[src/common/clock_source_defs.svh]
// Offsets, field positions, reset values and timing counts of the clock source block
`ifndef CLOCK_SOURCE_DEFS_SVH
`define CLOCK_SOURCE_DEFS_SVH

`define CLK_CFG_ADDR          8'hF8
`define CPU_STATUS_ADDR       8'hFF
`define CLK_CFG_RESET         8'h00
`define CLK_CFG_EXT_EN_BIT    0
`define CLK_CFG_OUT_DIS_BIT   1
`define CLK_CFG_PREC_BIT      2
`define CLK_CFG_LVR_DIS_BIT   3
`define CLK_CFG_WAKE_LSB      4
`define CLK_CFG_WAKE_MSB      6
`define CLK_CFG_DELAY_BIT     7
`define CLK_FREQ_MHZ          200
`define SHORT_DELAY_US        128
`define LONG_DELAY_MS         4
`define INT_WAKE_DELAY_US     8
`define INT_OSC_START_US      1
`define SHORT_DELAY_CYC       (`SHORT_DELAY_US * `CLK_FREQ_MHZ)
`define LONG_DELAY_CYC        (`LONG_DELAY_MS * 1000 * `CLK_FREQ_MHZ)
`define INT_WAKE_CYC          ((`INT_WAKE_DELAY_US + `INT_OSC_START_US) * `CLK_FREQ_MHZ)

`endif

[src/common/clock_source_pkg.sv]
// Types shared by the clock source block
package clock_source_pkg;

    // Clock switching sequence
    typedef enum logic [2:0] {
        ST_INTERNAL,
        ST_EXT_START,
        ST_EXT_DELAY,
        ST_EXTERNAL,
        ST_INT_WAKE
    } clk_state_t;

    // Decoded view of the configuration register
    typedef struct packed {
        logic       resume_long;
        logic [2:0] wake_adjust;
        logic       lvr_disable;
        logic       precision_usb;
        logic       int_clk_out_disable;
        logic       ext_osc_enable;
    } clk_cfg_t;

    // CPU I/O access
    typedef struct packed {
        logic       rd;
        logic       wr;
        logic       wr_indexed;
        logic [7:0] addr;
        logic [7:0] x_reg;
        logic [7:0] wdata;
    } io_req_t;

endpackage : clock_source_pkg

[src/verilog/clock_source_config.sv]
// Clock source selection and configuration register
`timescale 1ns/1ps
`default_nettype none
`include "clock_source_defs.svh"

module clock_source_config #(
    parameter int LONG_DELAY_CYCLES  = `LONG_DELAY_CYC,
    parameter int SHORT_DELAY_CYCLES = `SHORT_DELAY_CYC,
    parameter int WAKE_DELAY_CYCLES  = `INT_WAKE_CYC
) (
    input  wire logic                     clk,
    input  wire logic                     rst,
    input  wire logic                     power_reset,
    input  wire logic                     watchdog_reset,
    input  wire clock_source_pkg::io_req_t io_req,
    output logic [7:0]                    io_rdata,
    output logic                          io_rvalid,
    input  wire logic                     suspend_wake,
    input  wire logic                     ext_clk_stable,
    input  wire logic                     crystal_input_pin,
    input  wire logic                     crystal_output_pin_in,
    output logic                          crystal_output_pin_oe,
    output logic                          crystal_input_pulldown,
    output logic                          crystal_output_pulldown,
    output logic                          aux_port_bit1,
    output logic                          aux_port_bit2,
    output logic                          int_osc_enable,
    output logic                          ext_osc_run,
    output logic                          use_ext_clock,
    output logic                          cpu_clock_enable,
    output logic                          precision_tune_en,
    output logic                          low_volt_reset_en,
    output logic [2:0]                    wake_timer_adjust
);

    localparam int CW = 20;

    clock_source_pkg::clk_cfg_t   cfg_q;
    clock_source_pkg::clk_cfg_t   cfg_d;
    clock_source_pkg::clk_state_t st_q;
    clock_source_pkg::clk_state_t st_d;
    logic [7:0] rdata_q;
    logic [7:0] rdata_d;
    logic       rvalid_q;
    logic       rvalid_d;
    logic [7:0] wr_addr;
    logic       cfg_write;
    logic       ext_rising;
    logic       load;
    logic [CW-1:0] load_val;
    logic       expired;
    logic       xin_s1_q;
    logic       xin_s2_q;
    logic       xout_s1_q;
    logic       xout_s2_q;
    logic [14:0] outs_q;
    logic [14:0] outs_d;

    // Address decode; indexed write adds X
    always_comb
    begin
        wr_addr = io_req.wr_indexed ? 8'(io_req.addr + io_req.x_reg) : io_req.addr;
        cfg_write = (io_req.wr | io_req.wr_indexed) && (wr_addr == `CLK_CFG_ADDR);
    end

    // Register write and read data
    always_comb
    begin
        cfg_d = cfg_q;
        ext_rising = 1'b0;
        if (cfg_write)
        begin
            cfg_d = clock_source_pkg::clk_cfg_t'(io_req.wdata);
            ext_rising = io_req.wdata[`CLK_CFG_EXT_EN_BIT] & ~cfg_q.ext_osc_enable;
        end
        rdata_d = rdata_q;
        rvalid_d = io_req.rd;
        if (io_req.rd)
        begin
            rdata_d = (io_req.addr == `CLK_CFG_ADDR) ? 8'(cfg_q) : 8'h00;
        end
    end

    // Clock switching sequence
    always_comb
    begin
        st_d = st_q;
        load = 1'b0;
        load_val = '0;
        case (st_q)
            clock_source_pkg::ST_INTERNAL:
            begin
                if (ext_rising)
                begin
                    st_d = clock_source_pkg::ST_EXT_START;
                end
                else if (suspend_wake)
                begin
                    st_d = clock_source_pkg::ST_INT_WAKE;
                    load = 1'b1;
                    load_val = CW'(WAKE_DELAY_CYCLES);
                end
            end
            clock_source_pkg::ST_EXT_START:
            begin
                if (ext_clk_stable)
                begin
                    st_d = clock_source_pkg::ST_EXT_DELAY;
                    load = 1'b1;
                    load_val = cfg_q.resume_long ? CW'(LONG_DELAY_CYCLES) : CW'(SHORT_DELAY_CYCLES);
                end
            end
            clock_source_pkg::ST_EXT_DELAY:
            begin
                if (expired)
                begin
                    st_d = clock_source_pkg::ST_EXTERNAL;
                end
            end
            clock_source_pkg::ST_EXTERNAL:
            begin
                if (suspend_wake)
                begin
                    // Bit sampled only on wake-up
                    if (cfg_q.ext_osc_enable)
                    begin
                        st_d = clock_source_pkg::ST_EXT_START;
                    end
                    else
                    begin
                        st_d = clock_source_pkg::ST_INT_WAKE;
                        load = 1'b1;
                        load_val = CW'(WAKE_DELAY_CYCLES);
                    end
                end
            end
            clock_source_pkg::ST_INT_WAKE:
            begin
                if (expired)
                begin
                    st_d = clock_source_pkg::ST_INTERNAL;
                end
            end
            default:
            begin
                st_d = clock_source_pkg::ST_INTERNAL;
            end
        endcase
    end

    // Pin and control outputs from state and register
    always_comb
    begin
        logic ext_mode;
        logic int_mode;
        logic ext_on;
        ext_mode = (st_q == clock_source_pkg::ST_EXT_START) || (st_q == clock_source_pkg::ST_EXT_DELAY)
                   || (st_q == clock_source_pkg::ST_EXTERNAL);
        int_mode = !ext_mode;
        ext_on = ext_mode || cfg_q.ext_osc_enable;
        outs_d[0] = int_mode;
        outs_d[1] = ext_mode;
        outs_d[2] = (st_q == clock_source_pkg::ST_EXT_DELAY) || (st_q == clock_source_pkg::ST_EXTERNAL);
        outs_d[3] = (st_q == clock_source_pkg::ST_INTERNAL) || (st_q == clock_source_pkg::ST_EXTERNAL);
        outs_d[4] = int_mode && cfg_q.precision_usb;
        outs_d[5] = !cfg_q.lvr_disable;
        outs_d[6] = !ext_on && !cfg_q.int_clk_out_disable;
        outs_d[7] = !ext_on;
        outs_d[8] = !ext_on && cfg_q.int_clk_out_disable;
        outs_d[9] = !ext_on && xin_s2_q;
        outs_d[10] = !ext_on && cfg_q.int_clk_out_disable && xout_s2_q;
        outs_d[13:11] = cfg_q.wake_adjust;
        outs_d[14] = 1'b0;
    end

    delay_counter #(
        .WIDTH (CW)
    ) u_delay (
        .clk     (clk),
        .rst     (rst || power_reset),
        .load    (load),
        .count   (load_val),
        .expired (expired)
    );

    // Register all state but the pin synchronisers and the delay counter; power reset forces internal mode
    always_ff @(posedge clk)
    begin
        if (rst || power_reset)
        begin
            cfg_q    <= clock_source_pkg::clk_cfg_t'(`CLK_CFG_RESET);
            st_q     <= clock_source_pkg::ST_INTERNAL;
            rdata_q  <= 8'h00;
            rvalid_q <= 1'b0;
            outs_q   <= 15'h00E9;
        end
        else if (watchdog_reset)
        begin
            cfg_q    <= clock_source_pkg::clk_cfg_t'(`CLK_CFG_RESET);
            st_q     <= st_d; // Clock sequence keeps running
            rdata_q  <= 8'h00;
            rvalid_q <= 1'b0;
            outs_q   <= outs_d;
        end
        else
        begin
            cfg_q    <= cfg_d;
            st_q     <= st_d;
            rdata_q  <= rdata_d;
            rvalid_q <= rvalid_d;
            outs_q   <= outs_d;
        end
    end

    // Two-stage synchronisers for the oscillator pins
    always_ff @(posedge clk)
    begin
        if (rst)
        begin
            xin_s1_q  <= 1'b0;
            xin_s2_q  <= 1'b0;
            xout_s1_q <= 1'b0;
            xout_s2_q <= 1'b0;
        end
        else
        begin
            xin_s1_q  <= crystal_input_pin;
            xin_s2_q  <= xin_s1_q;
            xout_s1_q <= crystal_output_pin_in;
            xout_s2_q <= xout_s1_q;
        end
    end

    assign int_osc_enable          = outs_q[0];
    assign ext_osc_run             = outs_q[1];
    assign use_ext_clock           = outs_q[2];
    assign cpu_clock_enable        = outs_q[3];
    assign precision_tune_en       = outs_q[4];
    assign low_volt_reset_en       = outs_q[5];
    assign crystal_output_pin_oe   = outs_q[6];
    assign crystal_input_pulldown  = outs_q[7];
    assign crystal_output_pulldown = outs_q[8];
    assign aux_port_bit1           = outs_q[9];
    assign aux_port_bit2           = outs_q[10];
    assign wake_timer_adjust       = outs_q[13:11];
    assign io_rdata                = rdata_q;
    assign io_rvalid               = rvalid_q;

endmodule : clock_source_config

`default_nettype wire

[src/verilog/delay_counter.sv]
// Down counter that times the resume delays
`timescale 1ns/1ps
`default_nettype none

module delay_counter #(
    parameter int WIDTH = 20
) (
    input  wire logic             clk,
    input  wire logic             rst,
    input  wire logic             load,
    input  wire logic [WIDTH-1:0] count,
    output logic                  expired
);

    logic [WIDTH-1:0] cnt_q;
    logic [WIDTH-1:0] cnt_d;
    logic             exp_q;
    logic             exp_d;

    // Load, count down, flag when zero reached
    always_comb
    begin
        cnt_d = cnt_q;
        exp_d = 1'b0;
        if (load)
        begin
            cnt_d = count;
        end
        else if (cnt_q != '0)
        begin
            cnt_d = cnt_q - 1'b1;
            exp_d = (cnt_q == {{(WIDTH-1){1'b0}}, 1'b1});
        end
    end

    // Register counter
    always_ff @(posedge clk)
    begin
        if (rst)
        begin
            cnt_q <= '0;
            exp_q <= 1'b0;
        end
        else
        begin
            cnt_q <= cnt_d;
            exp_q <= exp_d;
        end
    end

    assign expired = exp_q;

endmodule : delay_counter

`default_nettype wire

[config.mk]
export PLATFORM = sky130hd
export DESIGN_NAME = clock_source_config
export DESIGN_NICKNAME = d
export VERILOG_FILES = /design/src/common/clock_source_pkg.sv /design/src/verilog/clock_source_config.sv /design/src/verilog/delay_counter.sv
export VERILOG_INCLUDE_DIRS = /design/src /design/src/common
export SDC_FILE = /design/constraint.sdc
export NUM_CORES = 1
export LEC_CHECK = 0
export BUFFER_PORTS_ARGS = -buffer_cell sky130_fd_sc_hd__buf_4
export CAP_MARGIN = 20
export CORE_MARGIN = 1
export CORE_UTILIZATION = 49
export CTS_CLUSTER_DIAMETER = 150
export CTS_CLUSTER_SIZE = 20
export DETAILED_ROUTE_END_ITERATION = 10
export PLACE_DENSITY = 0.85
export SLEW_MARGIN = 20
export SYNTH_ARGS = -nofsm -noshare
export SYNTH_HDL_FRONTEND = slang
export SYNTH_SLANG_ARGS = --single-unit
[constraint.sdc]
create_clock -name clk -period 2.9 [get_ports clk]
set_input_delay 0.725 -clock clk [delete_from_list [all_inputs] [get_ports clk]]
set_output_delay 0.725 -clock clk [all_outputs]
set_load 0.005 [all_outputs]
==> metrics.md <==
| Metric | Value |
|---|---|
| Fin. Hold Viols | `0` |
| Worst Hold Depth | `1` |
| Grt total ovfl | `0` |
| Routability cong. | `0.880` |
| Clock Skew | `12.2 ps` |
| Sink Count | `59` |
| Slew @ Worst Pin | `586 ps` |
| Final Util | `0.646` |
| Nets | `436` |
| Register-to-Register Path Depth | `6` |
| Syn avg cell area | `8.90 sq um` |
| Area after DPL | `3410 sq um` |
| Max-cap viol count | `0` |
| Hpwl dp | `5000 um` |
| CTS tree | `yes` |
| Hold Path Sink | `outs_q[9]$_SDFF_PP0_` |
| Die X | `78.1 um` |
| Post-synth EDFFs | `0` |
| Switching power | `0.629 mW` |
| Core outline area | `5540 sq um` |
| Leakage | `1.56 nW` |
| Io pins | `58` |
| Count of hold-fix buffers inserted at cts | `0` |
| Hold Path Class | `flip-flop to flip-flop` |
| Avg Vias per Cell | `5.51` |
| WS Path Type | `input port to flip-flop` |
| Clock power frac | `0.319` |
| Period utilisation layout | `0.942` |
| Seq/Total Area, Yosys | `0.416` |
| WL per Instance | `14.2 um` |
| Ant. Diodes | `0` |
| Skew-Pair Late Insertion Delay | `350 ps` |
| Post-CTS Setup Inserts | `0` |
| Pins Over Slew Limit | `0` |
| Pin count of the biggest net entering global routing | `18` |
| Crit-path max FO | `5` |
| H-Tree Depth | `3` |
| Rows | `27` |
| Register-to-register setup slack | `410 ps` |
| CP Launch Point | `io_req[8]` |
| Detailed-route wire length | `6640 um` |
| Initial antenna violation count | `0` |
| Root buffer cell | `clkbuf_8` |
| PD cells | `561 nW/um^2` |
| RSZ-0062 raised after global routing | `no` |
| First-pass GRT wire length | `11000 um` |
| Sequential Power Share | `0.431` |
| Crit. End Element | `flip-flop` |
| Sw frac | `0.313` |
| Die height | `78.1 um` |
| Worst hold path startpoint | `xin_s2_q$_SDFF_PP0_` |
| Layout Area Growth over Synthesis | `26.1%` |
| Synthesized area | `2840 sq um` |
| Min Tclk post-route | `2730 ps` |
| Pre-Repair DR Iteration Count | `5` |
| All-Layer GR Usage | `0.230` |
| Worst EP required | `3110 ps` |
| Vias in the first global route | `2491` |
| Slew HR | `0.607` |
| FF-to-FF Start | `u_delay.cnt_q[13]$_SDFFE_PP0P_` |
| Synth warnings | `0` |
| Main synth FF type | `dfxtp_1` |
| Initial Util | `0.512` |
| Vias | `2581` |
| # DRC | `0` |
| R2r endpoint | `u_delay.cnt_q[19]$_SDFFE_PP0P_` |
| Clock-pin slew on the worst setup and hold paths | `70 ps` |
| Post-Synthesis Cells | `319` |
| Starting DRT DRC Count | `132` |
| Comb pwr share | `0.249` |
| Post-CTS Resized | `0` |
| Number of distinct library cells after synthesis | `59` |
| Share of cells above drive strength 1 | `0.250` |
| Cts bufs inserted | `9` |
| Setup crit start kind | `input port` |
| WP data arrival | `2940 ps` |
| Peak supply drop | `0.000251 V` |
| CTS max path bufs | `2` |
| Setup Viol. Count Final | `0` |
| Ys async rst share | `0` |
| Status | `finished, final reports clean` |
| Int Power | `1.38 mW` |
| Total nets after synthesis | `364` |
| IO buf count | `57` |
| Antenna Nets Post-Route | `0` |
| Yosys reg bits | `59` |
| Fmax | `0.366 GHz` |
| Die footprint | `6100 sq um` |
| Final instance area | `3580 sq um` |
kinds of logic after synthesis:
family | count (synthesis) | synth area share
AND/OR/NAND/NOR | 136 | 0.256
buffers and inverters | 23 | 0.0379
adder cells (fa/ha/maj) | 10 | 0.0467
flip-flops | 59 | 0.416
AO/OA/AOI/OAI | 58 | 0.137
XOR/XNOR | 22 | 0.0679
multiplexers | 11 | 0.0388
metrics by stage:
step                      setup WS [ps]  hold slack (ps)  power, mW  TNS, ps  std cells
after global routing               66.2              437       2.11        0        468
after global placement            -41.7              394       1.36     -436        452
after CTS                           207              427       2.02        0        468
after detailed placement           -146              402       1.38    -2210        452
after floorplan                    70.1              371       1.24        0        319
final                               169              424       2.01        0        468
registers in the layout, indices dropped and copies added, names as in the netlist, 3 cells and up:
register       count
u_delay.cnt_q     20
st_q               3
outs_q            14
cfg_q              8
io_rdata           8
worst max-delay path by stage:
stage	endpoint	cells after the start	slack, ps
global placement	cfg_q[5]$_SDFFE_PP0P_	11	-40
global route	u_delay.cnt_q[14]$_SDFFE_PP0P_	9	70
floorplan	cfg_q[0]$_SDFFE_PP0P_	8	70
finish	cfg_q[0]$_SDFFE_PP0P_	11	170
detailed placement	cfg_q[0]$_SDFFE_PP0P_	11	-150
CTS	cfg_q[0]$_SDFFE_PP0P_	11	210
power by group through the flow:
stage / Combinational [mW] / Sequential (mW) / Clock, mW
floorplan: 0.370 / 0.874 / 0
global placement: 0.480 / 0.882 / 0
detailed placement: 0.494 / 0.884 / 0
CTS: 0.500 / 0.865 / 0.659
global route: 0.554 / 0.869 / 0.689
finish: 0.501 / 0.866 / 0.641
cells in the mapped netlist, types with 3 or more instances:
| cell | instances | area (sq um) |
|---|---|---|
| mux2i_1 | 11 | 110 |
| dfxtp_1 | 59 | 1180 |
| nor4_1 | 8 | 50.1 |
| or3_1 | 4 | 25.0 |
| clkbuf_1 | 7 | 26.3 |
| nor2b_1 | 6 | 37.5 |
| xor2_1 | 8 | 70.1 |
| nor3_1 | 14 | 70.1 |
| a22oi_1 | 8 | 60.1 |
| and2_1 | 5 | 31.3 |
| nand4_1 | 3 | 18.8 |
| inv_1 | 10 | 37.5 |
| nand2_1 | 13 | 48.8 |
| a21oi_1 | 15 | 75.1 |
| nor2_1 | 50 | 188 |
| or2_2 | 3 | 18.8 |
| a211oi_1 | 4 | 30.0 |
| and3_1 | 3 | 18.8 |
| o21ai_0 | 12 | 60.1 |
| nand3_1 | 5 | 25.0 |
| nand2b_1 | 3 | 18.8 |
| ha_1 | 9 | 113 |
| xnor2_1 | 14 | 123 |
critical path: stages:
cell      delay (ps)
buf_4            110
ha_1             210
fa_1             410
a211oi_1         380
o32ai_1          170
nor4b_1          270
buf_4            170
a31oi_2          100
buf_4            180
mux2i_1          160
nor2_1            60
layer usage:
| metal | vias to the layer above | GRT usage | wire, um |
|---|---|---|---|
| met5 | - | 0 | 0 |
| met4 | 0 | 0.137 | 134 |
| met3 | 16 | 0.0430 | 387 |
| met2 | 79 | 0.395 | 3270 |
| met1 | 1203 | 0.264 | 2850 |
| li1 | 1283 | - | - |
placed cells by master, fill, tap and decap left out, types with 6 or more instances in the layout:
master and instances:
clkbuf_8 9, inv_1 10, ha_1 9, nor4_1 8, nor2b_1 6, a22oi_1 8
xnor2_1 14, nor2_1 50, buf_4 73, nor3_1 14, nand2_1 13, mux2i_1 11
dfxtp_1 59, o21ai_0 12, a21oi_1 15, xor2_1 8
cell type report:
cell class,count,area (sq um)
tap,72,90.1
clock inverter,6,42.5
inverter,11,41.3
multi-input combinational,237,1550
clock buffer,10,128
fill,463,1960
timing repair buffer,73,548
sequential,59,1180
(Power assumes the default switching activity.)
